`src/hw/phd_defines.vh`:
```
// constants for the peak-and-hold solenoid pwm controller
`ifndef PHD_DEFINES_VH
`define PHD_DEFINES_VH

// ------------------------------------------------------------
// register byte offsets
// ------------------------------------------------------------
`define PHD_OFS_STATUS    8'h00
`define PHD_OFS_PEAK_SET  8'h04
`define PHD_OFS_HOLD_SET  8'h08
`define PHD_OFS_KEEP      8'h0c
`define PHD_OFS_PERIOD    8'h10
`define PHD_OFS_IRQ_STAT  8'h14
`define PHD_OFS_IRQ_MASK  8'h18

// ------------------------------------------------------------
// status register field positions
// ------------------------------------------------------------
`define PHD_ST_PHASE_LO   0
`define PHD_ST_PHASE_HI   1
`define PHD_ST_GATE       2
`define PHD_ST_FAULT      3
`define PHD_ST_ENABLE     4

// ------------------------------------------------------------
// event bits of irq status and mask
// ------------------------------------------------------------
`define PHD_EV_START      0
`define PHD_EV_HOLD       1
`define PHD_EV_ABORT      2
`define PHD_EV_FAULT      3
`define PHD_EV_TRIP       4
`define PHD_EV_W          5

// ------------------------------------------------------------
// reference levels and reset values
// ------------------------------------------------------------
`define PHD_REF_W         10
`define PHD_REF_DEFAULT   10'h12c
`define PHD_SET_MIN       10'h064
`define PHD_HOLD_DIV      10'h006
`define PHD_PEAK_RST      10'h000
`define PHD_HOLD_RST      10'h000
`define PHD_PERIOD_RST    16'h09c4
`define PHD_KEEP_RST_US   100000
`define PHD_MASK_RST      5'h00

// ------------------------------------------------------------
// timing
// ------------------------------------------------------------
`define PHD_CLK_NS        20
`define PHD_US_NS         1000
// one microsecond in core clock cycles, sized for the 8-bit divider
`define PHD_US_CYC        8'h32
`define PHD_DMIN_NUM      18'h00003
`define PHD_DMIN_DEN      18'h00028
// added before the divide so the minimum on time rounds up
`define PHD_DMIN_RND      18'h00027

`endif

```
`src/hw/phd_ctrl.v`:
```
// peak-and-hold solenoid current controller with register port
`timescale 1ns/1ns
`include "phd_defines.vh"

// Behaviour
// - enable rising starts an activation
// - peak phase for dwell, then hold
// - hold continues while enable high
// - enable low stops gate switching
// - gate high while current below reference
// - comparator trip drops gate until tick
// - gate high at least minimum duty
// - independent settings, hold is one sixth
// - low setting clamps to default reference
// - dwell end switches reference to hold
// - each on cycle starts at pwm_tick
// - fault output released on uvlo or thermal
module phd_ctrl #(
   parameter KEEP_W   = 24,
   parameter KEEP_DEF = `PHD_KEEP_RST_US,
   parameter PER_W    = 16
)(
   // clock and reset
   input  wire                  core_clk_in,
   input  wire                  rst_n_in,
   // register port
   input  wire [7:0]            reg_addr_in,
   input  wire [31:0]           reg_wdata_in,
   input  wire                  reg_wr_in,
   input  wire                  reg_rd_in,
   output reg  [31:0]           reg_rdata_out,
   // controller and analog side
   input  wire                  enable_in,
   input  wire                  cmp_above_in,
   input  wire                  uvlo_in,
   input  wire                  tsd_in,
   // driver side
   output reg                   gate_out,
   output reg  [`PHD_REF_W-1:0] vref_code_out,
   output reg                   hold_sel_out,
   output reg                   status_out,
   output reg                   status_oe_n_out,
   // interrupt
   output reg                   irq_out
);

   // ------------------------------------------------------------
   // phase codes
   // ------------------------------------------------------------
   localparam [1:0] PH_IDLE = 2'b00;
   localparam [1:0] PH_PEAK = 2'b01;
   localparam [1:0] PH_HOLD = 2'b10;

   // dwell reset value at a fixed width for the part-select below
   localparam [31:0] KEEP_DEF32 = KEEP_DEF;

   // ------------------------------------------------------------
   // declarations
   // ------------------------------------------------------------
   reg  [1:0]            phase_reg;     // activation phase
   reg  [1:0]            phase_next;
   reg  [KEEP_W-1:0]     dwell_reg;     // microseconds spent in peak
   reg  [KEEP_W-1:0]     dwell_next;
   reg                   en_prev_reg;   // enable of last cycle
   reg  [PER_W-1:0]      on_cnt_reg;    // cycles gate has been high
   reg  [PER_W-1:0]      on_cnt_next;
   reg                   gate_next;
   reg  [`PHD_REF_W-1:0] peak_set_reg;  // peak setting
   reg  [`PHD_REF_W-1:0] hold_set_reg;  // hold setting
   reg  [KEEP_W-1:0]     keep_reg;      // dwell time in microseconds
   reg  [PER_W-1:0]      period_reg;    // pwm period in cycles
   reg  [`PHD_EV_W-1:0]  irq_stat_reg;  // sticky events
   reg  [`PHD_EV_W-1:0]  irq_stat_next;
   reg  [`PHD_EV_W-1:0]  irq_mask_reg;  // event enables
   reg                   fault_prev_reg;
   reg  [31:0]           rdata_next;
   reg  [`PHD_EV_W-1:0]  ev;            // events of this cycle
   wire                  pwm_tick;      // start of each on cycle
   wire                  us_tick;       // one per microsecond
   wire [`PHD_REF_W-1:0] ref_sel;       // selected reference
   wire                  fault;         // uvlo or thermal shutdown
   wire                  en_rise;
   wire                  en_fall;
   wire [17:0]           min_prod;      // period times duty numerator, plus rounding
   wire [17:0]           min_quot;      // minimum on cycles, full width
   wire [PER_W-1:0]      min_on;        // minimum on cycles
   wire                  trip;          // comparator ends on time

   assign fault   = uvlo_in | tsd_in;
   assign en_rise = enable_in & ~en_prev_reg;
   assign en_fall = ~enable_in & en_prev_reg;

   // minimum on time from period
   // rounded up: a truncated count would fall short of the fraction
   assign min_prod = {{(18-PER_W){1'b0}}, period_reg} * `PHD_DMIN_NUM + `PHD_DMIN_RND;
   assign min_quot = min_prod / `PHD_DMIN_DEN;
   assign min_on   = min_quot[PER_W-1:0];
   assign trip     = gate_out & cmp_above_in & (on_cnt_reg >= min_on);

   // ------------------------------------------------------------
   // tick dividers
   // ------------------------------------------------------------
   // pwm clock from period register
   phd_div #(
      .W (PER_W)
   ) u_pwm_div (
      .core_clk_in (core_clk_in),
      .rst_n_in    (rst_n_in),
      .period_in   (period_reg),
      .tick_out    (pwm_tick)
   );

   phd_div #(
      .W (8)
   ) u_us_div (
      .core_clk_in (core_clk_in),
      .rst_n_in    (rst_n_in),
      .period_in   (`PHD_US_CYC),
      .tick_out    (us_tick)
   );

   // ------------------------------------------------------------
   // reference selection
   // ------------------------------------------------------------
   phd_ref u_ref (
      .peak_set_in (peak_set_reg),
      .hold_set_in (hold_set_reg),
      .hold_sel_in (phase_next == PH_HOLD),
      .ref_out     (ref_sel)
   );

   // ------------------------------------------------------------
   // phase and dwell timer
   // ------------------------------------------------------------
   always @*
   begin
      phase_next = phase_reg;
      dwell_next = dwell_reg;
      case (phase_reg)
         PH_IDLE:
         begin
            dwell_next = {KEEP_W{1'b0}};
            if (en_rise)
               phase_next = PH_PEAK;
         end
         PH_PEAK:
         begin
            if (!enable_in)
            begin
               phase_next = PH_IDLE;
               dwell_next = {KEEP_W{1'b0}};
            end
            else if (dwell_reg >= keep_reg)
               phase_next = PH_HOLD;
            else if (us_tick)
               dwell_next = dwell_reg + {{(KEEP_W-1){1'b0}}, 1'b1};
         end
         PH_HOLD:
         begin
            if (!enable_in)
            begin
               phase_next = PH_IDLE;
               dwell_next = {KEEP_W{1'b0}};
            end
         end
         default:
         begin
            phase_next = PH_IDLE;
            dwell_next = {KEEP_W{1'b0}};
         end
      endcase
   end

   // ------------------------------------------------------------
   // gate drive
   // ------------------------------------------------------------
   always @*
   begin
      gate_next   = gate_out;
      on_cnt_next = on_cnt_reg;
      if (phase_next == PH_IDLE || fault)
      begin
         gate_next   = 1'b0;
         on_cnt_next = {PER_W{1'b0}};
      end
      else if (pwm_tick)
      begin
         gate_next   = 1'b1;
         on_cnt_next = {{(PER_W-1){1'b0}}, 1'b1};
      end
      else if (trip)
         gate_next = 1'b0;
      else if (gate_out)
         on_cnt_next = on_cnt_reg + {{(PER_W-1){1'b0}}, 1'b1};
   end

   // ------------------------------------------------------------
   // events and sticky interrupt status
   // ------------------------------------------------------------
   always @*
   begin
      ev = {`PHD_EV_W{1'b0}};
      ev[`PHD_EV_START] = (phase_reg == PH_IDLE) & (phase_next == PH_PEAK);
      ev[`PHD_EV_HOLD]  = (phase_reg == PH_PEAK) & (phase_next == PH_HOLD);
      ev[`PHD_EV_ABORT] = en_fall & (phase_reg != PH_IDLE);
      ev[`PHD_EV_FAULT] = fault & ~fault_prev_reg;
      ev[`PHD_EV_TRIP]  = trip;
      irq_stat_next = irq_stat_reg;
      // write one clears
      if (reg_wr_in && reg_addr_in == `PHD_OFS_IRQ_STAT)
         irq_stat_next = irq_stat_reg & ~reg_wdata_in[`PHD_EV_W-1:0];
      // a new event wins over the clear
      irq_stat_next = irq_stat_next | ev;
   end

   // ------------------------------------------------------------
   // read data mux
   // ------------------------------------------------------------
   always @*
   begin
      rdata_next = 32'h00000000;
      case (reg_addr_in)
         `PHD_OFS_STATUS:
         begin
            rdata_next[`PHD_ST_PHASE_HI:`PHD_ST_PHASE_LO] = phase_reg;
            rdata_next[`PHD_ST_GATE]   = gate_out;
            rdata_next[`PHD_ST_FAULT]  = status_out;
            rdata_next[`PHD_ST_ENABLE] = en_prev_reg;
         end
         `PHD_OFS_PEAK_SET: rdata_next[`PHD_REF_W-1:0] = peak_set_reg;
         `PHD_OFS_HOLD_SET: rdata_next[`PHD_REF_W-1:0] = hold_set_reg;
         `PHD_OFS_KEEP:     rdata_next[KEEP_W-1:0]     = keep_reg;
         `PHD_OFS_PERIOD:   rdata_next[PER_W-1:0]      = period_reg;
         `PHD_OFS_IRQ_STAT: rdata_next[`PHD_EV_W-1:0]  = irq_stat_reg;
         `PHD_OFS_IRQ_MASK: rdata_next[`PHD_EV_W-1:0]  = irq_mask_reg;
         // unmapped reads as zero
         default:           rdata_next = 32'h00000000;
      endcase
   end

   // ------------------------------------------------------------
   // configuration registers
   // ------------------------------------------------------------
   // peak and hold set independently
   always @(posedge core_clk_in or negedge rst_n_in)
   begin
      if (!rst_n_in)
      begin
         peak_set_reg <= `PHD_PEAK_RST;
         hold_set_reg <= `PHD_HOLD_RST;
         keep_reg     <= KEEP_DEF32[KEEP_W-1:0];
         period_reg   <= `PHD_PERIOD_RST;
         irq_mask_reg <= `PHD_MASK_RST;
      end
      else if (reg_wr_in)
      begin
         case (reg_addr_in)
            `PHD_OFS_PEAK_SET: peak_set_reg <= reg_wdata_in[`PHD_REF_W-1:0];
            `PHD_OFS_HOLD_SET: hold_set_reg <= reg_wdata_in[`PHD_REF_W-1:0];
            `PHD_OFS_KEEP:     keep_reg     <= reg_wdata_in[KEEP_W-1:0];
            `PHD_OFS_PERIOD:   period_reg   <= reg_wdata_in[PER_W-1:0];
            `PHD_OFS_IRQ_MASK: irq_mask_reg <= reg_wdata_in[`PHD_EV_W-1:0];
            // read-only and unmapped writes ignored
            default:           period_reg   <= period_reg;
         endcase
      end
   end

   // ------------------------------------------------------------
   // state and output flops
   // ------------------------------------------------------------
   // reset to idle with gate low
   always @(posedge core_clk_in or negedge rst_n_in)
   begin
      if (!rst_n_in)
      begin
         phase_reg       <= PH_IDLE;
         dwell_reg       <= {KEEP_W{1'b0}};
         en_prev_reg     <= 1'b0;
         on_cnt_reg      <= {PER_W{1'b0}};
         gate_out        <= 1'b0;
         vref_code_out   <= `PHD_REF_DEFAULT;
         hold_sel_out    <= 1'b0;
         status_out      <= 1'b0;
         status_oe_n_out <= 1'b0;
         fault_prev_reg  <= 1'b0;
         irq_stat_reg    <= {`PHD_EV_W{1'b0}};
         irq_out         <= 1'b0;
         reg_rdata_out   <= 32'h00000000;
      end
      else
      begin
         phase_reg       <= phase_next;
         dwell_reg       <= dwell_next;
         en_prev_reg     <= enable_in;
         on_cnt_reg      <= on_cnt_next;
         gate_out        <= gate_next;
         vref_code_out   <= ref_sel;
         hold_sel_out    <= (phase_next == PH_HOLD);
         status_out      <= fault;
         status_oe_n_out <= fault;
         fault_prev_reg  <= fault;
         irq_stat_reg    <= irq_stat_next;
         irq_out         <= |(irq_stat_next & irq_mask_reg);
         reg_rdata_out   <= reg_rd_in ? rdata_next : 32'h00000000;
      end
   end

endmodule // phd_ctrl

```
`src/hw/phd_div.v`:
```
// free-running divider giving a one-cycle tick every period_in cycles
`timescale 1ns/1ns
module phd_div #(
   parameter W = 16
)(
   // clock and reset
   input  wire         core_clk_in,
   input  wire         rst_n_in,
   // control
   input  wire [W-1:0] period_in,
   // tick
   output reg          tick_out
);

   reg [W-1:0] cnt_reg;   // cycles since last tick

   // ------------------------------------------------------------
   // counter
   // ------------------------------------------------------------
   // period 0 or 1 both tick every cycle
   always @(posedge core_clk_in or negedge rst_n_in)
   begin
      if (!rst_n_in)
      begin
         cnt_reg  <= {W{1'b0}};
         tick_out <= 1'b0;
      end
      else if (cnt_reg + {{(W-1){1'b0}}, 1'b1} >= period_in)
      begin
         cnt_reg  <= {W{1'b0}};
         tick_out <= 1'b1;
      end
      else
      begin
         cnt_reg  <= cnt_reg + {{(W-1){1'b0}}, 1'b1};
         tick_out <= 1'b0;
      end
   end

endmodule // phd_div

```
`src/hw/phd_ref.v`:
```
// reference level selection: clamp, peak or one sixth for hold
`timescale 1ns/1ns
`include "phd_defines.vh"
module phd_ref (
   // settings
   input  wire [`PHD_REF_W-1:0] peak_set_in,
   input  wire [`PHD_REF_W-1:0] hold_set_in,
   input  wire                  hold_sel_in,
   // selected reference
   output reg  [`PHD_REF_W-1:0] ref_out
);

   // ------------------------------------------------------------
   // selection
   // ------------------------------------------------------------
   // hold is one sixth
   always @*
   begin
      if (hold_sel_in)
      begin
         if (hold_set_in < `PHD_SET_MIN)
            ref_out = `PHD_REF_DEFAULT;
         else
            ref_out = hold_set_in / `PHD_HOLD_DIV;
      end
      else
      begin
         if (peak_set_in < `PHD_SET_MIN)
            ref_out = `PHD_REF_DEFAULT;
         else
            ref_out = peak_set_in;
      end
   end

endmodule // phd_ref

```
`config.mk`:
```
export PLATFORM = sky130hd
export DESIGN_NAME = phd_ctrl
export DESIGN_NICKNAME = d
export VERILOG_FILES = /design/src/hw/phd_ctrl.v /design/src/hw/phd_div.v /design/src/hw/phd_ref.v
export VERILOG_INCLUDE_DIRS = /design/src /design/src/hw
export SDC_FILE = /design/constraint.sdc
export NUM_CORES = 1
export LEC_CHECK = 0
export ABC_AREA = 1
export BUFFER_PORTS_ARGS = -buffer_cell sky130_fd_sc_hd__buf_2
export CORE_ASPECT_RATIO = 1.75
export CORE_MARGIN = 3
export CORE_UTILIZATION = 65
export CTS_CLUSTER_DIAMETER = 40
export DETAILED_ROUTE_END_ITERATION = 10
export PLACE_DENSITY = 0.86
export SLEW_MARGIN = 0
export SYNTH_ARGS = -nofsm -noshare
export SYNTH_HDL_FRONTEND = slang
export SYNTH_SLANG_ARGS = --single-unit
export TNS_END_PERCENT = 50
```
`constraint.sdc`:
```
create_clock -name core_clk_in -period 11.6 [get_ports core_clk_in]
set_input_delay 0.58 -clock core_clk_in [delete_from_list [all_inputs] [get_ports core_clk_in]]
set_output_delay 0.58 -clock core_clk_in [all_outputs]
set_load 0.005 [all_outputs]
```
Yosys cells after proc, flatten, opt, wreduce, memory -nomap -nowiden
Cells that the tools add are included.

storage, ports and cells
  memories = 0
  latch bits = 0
  logic and storage cells = 110
  memory bits (read-only) = 0
  register bits = 177
  memory bits (writable) = 0
  output and inout port bits = 47
  bits of input ports = 48

operators by class
  shift operators = 0
  add/sub/neg operators = 5
  bitwise operators = 16
  multiply operators = 1
  reduce and logical (&&, ||, !) cells = 16
  eq/ne operators = 14
  div/mod/pow operators = 2
  $lt $le $gt $ge = 6
  mux-type cells = 30

operators with widths
  kind                   number
  $mux 24                5
  $mux 16                5
  $pmux 24 s2            1
  $pmux 5 s7             1
  $add 16x1->16 const B  2
  $ge 16x16->1           2
  $mux 10                3
  $add 24x1->24 const B  1
  $eq 8x5->1 const B     3
  $ge 24x24->1           1
  $lt 10x7->1 const B    2
  $pmux 5 s4             1
  $add 18x6->18 const B  1
  $div 18x6->18 const B  1
  $mul 16x2->18 const B  1
  $eq 8x4->1 const B     2
  $mux 8                 2
  $pmux 6 s2             1
  $reduce_and 2->1       6
  $and 5x5->5            2
  $div 10x3->10 const B  1
  $add 8x1->8 const B    1
  $and 1x1->1            8
  $eq 8x3->1 const B     1
  23 further kinds       36

Logic depth before layout (Yosys ltp)
  depth in word-level cells = 9
  gate-level depth with buffers = 88
  depth with buffers taken out = 87

Cells and area by module
Synthesis repeated with hierarchy kept, for this count alone.

second synthesis, totals
  cells, all modules = 1609
  area, all modules = 11990.2 sq um

modules (own cells, without submodules)
  module                area an instance (sq um)  instances  sequential area each (sq um)  cells each
  phd_ctrl              9500.4                    1          3797.4                        1230
  phd_div at u_pwm_div  1388.8                    1          425.4                         203
  phd_div at u_us_div   629.4                     1          225.2                         80
  phd_ref               471.7                     1          0.0                           96

Worst setup path before layout
OpenSTA, ideal clock, no wires.

  path kind = reg-to-reg
  from = reg period_reg[11]
  to = reg on_cnt_reg[10]
  stages on the path, launching flop included = 75
  buffers on the path = 1
  period minus slack after synthesis = 8.002 ns
  path slack = 3.598 ns
  arrival time = 7.919 ns
  required time = 11.517 ns
  library setup time = 0.083 ns
  cell sequence = dfstp_2 > ha_1 > ha_1 > nand2_1 > inv_1 > nand2_1 > inv_1 > a21oi_2 > nand2_1 > nand2_1 > nand2_2 > a21oi_2 > o21ai_1 > nand2_2 > nand2_2 > nand2_2 > nand2_2 > nand2_1 > (+39 left out) > a21boi_0 > o21a_1 > o21a_1 > o21a_1 > o21a_1 > o21a_1 > o21ai_0 > nand2_1 > a21oi_1 > nor2_1 > a211oi_1 > o21ai_0 > nand3_1 > a21oi_1 > nor2_1 > inv_1 > clkbuf_1 > o22ai_1

between the ends
  longest elaborated chain between the ends = 7

ends and longest elaborated chain
  element                            RTL line        RTL
  start: declaration                 phd_ctrl.v:71   reg [PER_W-1:0] period_reg;
  start signal: assignment           phd_ctrl.v:252  period_reg <= `PHD_PERIOD_RST;
  start signal: assignment           phd_ctrl.v:261  `PHD_OFS_PERIOD: period_reg <= reg_wdata_in[PER_W-1:0];
  start signal: assignment           phd_ctrl.v:264  default: period_reg <= period_reg;
  $mul 16x2->18 (no source line)     -
  $add 18x6->18 (no source line)     -
  $div 18x6->18 (no source line)     -
  $ge 16x16->1                       phd_ctrl.v:98   assign trip = gate_out & cmp_above_in & (on_cnt_reg >= min_on);
  $and 1x1->1                        phd_ctrl.v:98
  $ne 3x1->1 (no source line)        -
  $reduce_and 2->1 (no source line)  -
  end signal: assignment             phd_ctrl.v:280  on_cnt_reg <= {PER_W{1'b0}};
  end signal: assignment             phd_ctrl.v:296  on_cnt_reg <= on_cnt_next;
  end: declaration                   phd_ctrl.v:65   reg [PER_W-1:0] on_cnt_reg;

Every way passes these cells.
A chain may end at the register's enable or synchronous reset.

Final worst setup path
  from = reg period_reg[11]
  to = reg on_cnt_reg[14]

The elaborated chain is that of the path after synthesis.

==> results.json <==
{
  "final_cells": 1817,
  "power.density_nw_per_um2": 201.5,
  "nFillCells": 1275,
  "cts_tree": "done",
  "total_power_w": 0.002537,
  "gp_congestion": 0.9538,
  "clk_latency_ns": 0.44,
  "arrival_ns": 9.96,
  "intPower_w": 0.001454,
  "hold_path_class": "in -> async",
  "synth_top_area_share_pct": 35.69,
  "hold_buffers": 0,
  "synth-edff-count": 0,
  "die-area_um2": 19160,
  "routed_wl_um": 28540,
  "cts_max_path_buffers": 2,
  "crit_type": "reg -> reg",
  "p_sw_share_pct": 42.66,
  "core_area_um2": 17030,
  "fin_tns_setup_ns": 0,
  "synth_ff_type": "dfrtp_1",
  "outcome": "complete, no violations",
  "slew_headroom_pct": 33.54,
  "vias": 10311,
  "synth_cell_type_count": 55,
  "async_reset_ff_share_pct": 100.0,
  "dp_slack_ns": 2.047,
  "start_kind": "flop",
  "overflow": 0,
  "die_h_um": 180.9,
  "crit_top_cell": "nand2_1",
  "fin_ws_ns": 1.965,
  "htree_levels": 4,
  "p_switching_w": 0.001082,
  "area_growth_pct": 10.85,
  "cp_num_buf_inv": 8,
  "synth_area_um2": 11360,
  "fmaxAchievable_mhz": 103.8,
  "power_frac_seq_pct": 26.3,
  "clockPowerShare_pct": 24.1,
  "critPathMaxFanout": 13,
  "slowest_delay_ns": 0.59,
  "syn_avg_cell_area_um2": 7.593,
  "num_antenna_cells": 0,
  "synth-seq-area-share_pct": 39.16,
  "placementRows": 63,
  "synth_top_area_cell": "dfrtp_1",
  "cts_resized": 0,
  "fin_nets": 1715,
  "cts_sinks": 177,
  "period_share_pct": 83.06,
  "antenna_left": 0,
  "grt_pass1_vias": 10529,
  "drive_above_1_share_pct": 12.58,
  "hold_viol_final": 0,
  "cp_data_required_time_ns": 11.92,
  "gr-usage-all-layers_pct": 31.06,
  "antenna_found_initial": 0,
  "synth_area_leaders": "dfrtp_1 (36%), nand2_1 (11%), ha_1 (9.9%), inv_1 (8.2%), o21ai_0 (4.7%)",
  "tightestPinTransition_ns": 0.9893,
  "combPwrFrac_pct": 49.6,
  "cts_setup_buffers": 0,
  "ys_seq_elements": 177,
  "drt-initial-drc-count": 685,
  "critical_path.top_delay_family": "simple AND/OR/NAND/NOR gates",
  "ir_drop_uv": 330.0,
  "synth.most_common_cell": "nand2_1",
  "fp.dieW_um": 105.9,
  "port_buffers": 78,
  "rsz0062_at_grt": "no",
  "start_util_pct": 66.71,
  "setup_viol": 0,
  "ios": 95,
  "wl_per_cell_um": 15.71,
  "slowest_stage": "dfstp_2",
  "drc": 0,
  "ys_warn_count": 0,
  "drv_cap": 0,
  "period_minus_slack_ns": 9.635,
  "hpwl_um": 21230,
  "worstSetupEndpointType": "flop",
  "grt_max_degree": 105,
  "synthTopCellsByCount": "nand2_1 (326), inv_1 (248), dfrtp_1 (162)",
  "first_pass_iters": 6,
  "cts-root-buf": "clkbuf_16",
  "grt_pass1_wl_um": 47920,
  "post-route-util_pct": 73.95,
  "final_max_slew_viol_count": 0,
  "cts_made_buffers": 17,
  "syn_inst": 1496,
  "viasPerCell": 5.675,
  "path_clk_slew_ns": 0.07,
  "p_leak_nw": 6.581,
  "fin_skew_ns": 0.008597,
  "place_inst": 1785
}
layout by cell type, fill, tap and decap left out, types with 5 or more instances in the layout:
| cell | netlist | layout |
|---|---|---|
| xnor2_1 | 10 | 10 |
| nor3_1 | 31 | 31 |
| nand2_2 | 27 | 27 |
| a21o_1 | 5 | 5 |
| inv_6 | 0 | 6 |
| buf_2 | 0 | 77 |
| o21a_1 | 11 | 11 |
| nand3_2 | 11 | 11 |
| o21ai_0 | 106 | 106 |
| o21ai_1 | 5 | 5 |
| nand3_1 | 79 | 79 |
| xor2_1 | 20 | 20 |
| dfstp_2 | 15 | 15 |
| nor2_1 | 122 | 122 |
| inv_2 | 13 | 13 |
| nand4_1 | 12 | 12 |
| clkinv_1 | 5 | 5 |
| a21oi_1 | 74 | 74 |
| dfrtp_1 | 162 | 162 |
| inv_1 | 248 | 248 |
| ha_1 | 90 | 90 |
| nand2_4 | 9 | 9 |
| nand2_1 | 326 | 326 |
| o22ai_1 | 23 | 23 |
| conb_1 | 1 | 10 |
| a31oi_1 | 6 | 6 |
| a221oi_1 | 5 | 5 |
| clkbuf_16 | 0 | 17 |
layout make-up:
cell class	instances	area, µm²	area share (%)
clock buffer	19	452.9	3.597
clock inverter	13	171.4	1.361
inverter	266	998.5	7.930
multi-input combinational	1033	5809	46.14
sequential	177	4448	35.33
tap	227	284.0	2.256
timing repair buffer	82	426.7	3.389
logic make-up after synthesis:
group,after synthesis,synth area share (%)
mux,2,0.1763
other cells,1,0.03302
compound gates,269,13.70
buf+inv,295,10.05
flops,177,39.16
xor+xnor,30,2.313
simple gates,632,24.65
fa+ha+maj,90,9.914
power groups by stage:
| stage | registers [W] | logic (W) | clock network [W] |
|---|---|---|---|
| finish | 0.000668 | 0.00126 | 0.000610 |
| global route | 0.000671 | 0.00143 | 0.000638 |
| CTS | 0.000667 | 0.00126 | 0.000612 |
| detailed placement | 0.000678 | 0.00125 | 0 |
| global placement | 0.000677 | 0.00120 | 0 |
| floorplan | 0.000669 | 0.00103 | 0 |
stage by stage:
| step | hold slack [ns] | area (µm²) |
|---|---|---|
| after floorplan | 0.2844 | 11390 |
| after global placement | 0.4658 | 11970 |
| after detailed placement | 0.4789 | 11970 |
| after CTS | 0.2888 | 12590 |
| after global routing | 0.3179 | 12590 |
| final | 0.2264 | 12590 |
final timing paths:
check                           slack, ns            start  cells after the start                     to
worst max-delay path                 1.96   period_reg[11]                     73         on_cnt_reg[14]
worst min-delay path                 0.23         rst_n_in                      1  u_pwm_div.cnt_reg[15]
worst max register to register       1.96   period_reg[11]                     73         on_cnt_reg[14]
worst min register to register       0.50  peak_set_reg[1]                      2        peak_set_reg[1]
max in group asynchronous            9.82         rst_n_in                      2          dwell_reg[11]
min in group core_clk_in             0.32        enable_in                      1            en_prev_reg
routing by layer:
metal,routed length (µm),vias up,share of wire [%],track usage [%]
li1,-,4988,-,-
met1,10130,4870,35,31.92
met2,15520,320,54,57.41
met3,1070,133,3.7,5.291
met4,1818,0,6.4,19.19
met5,0,-,0,0
No activity file was read; power rests on OpenSTA's default activity.
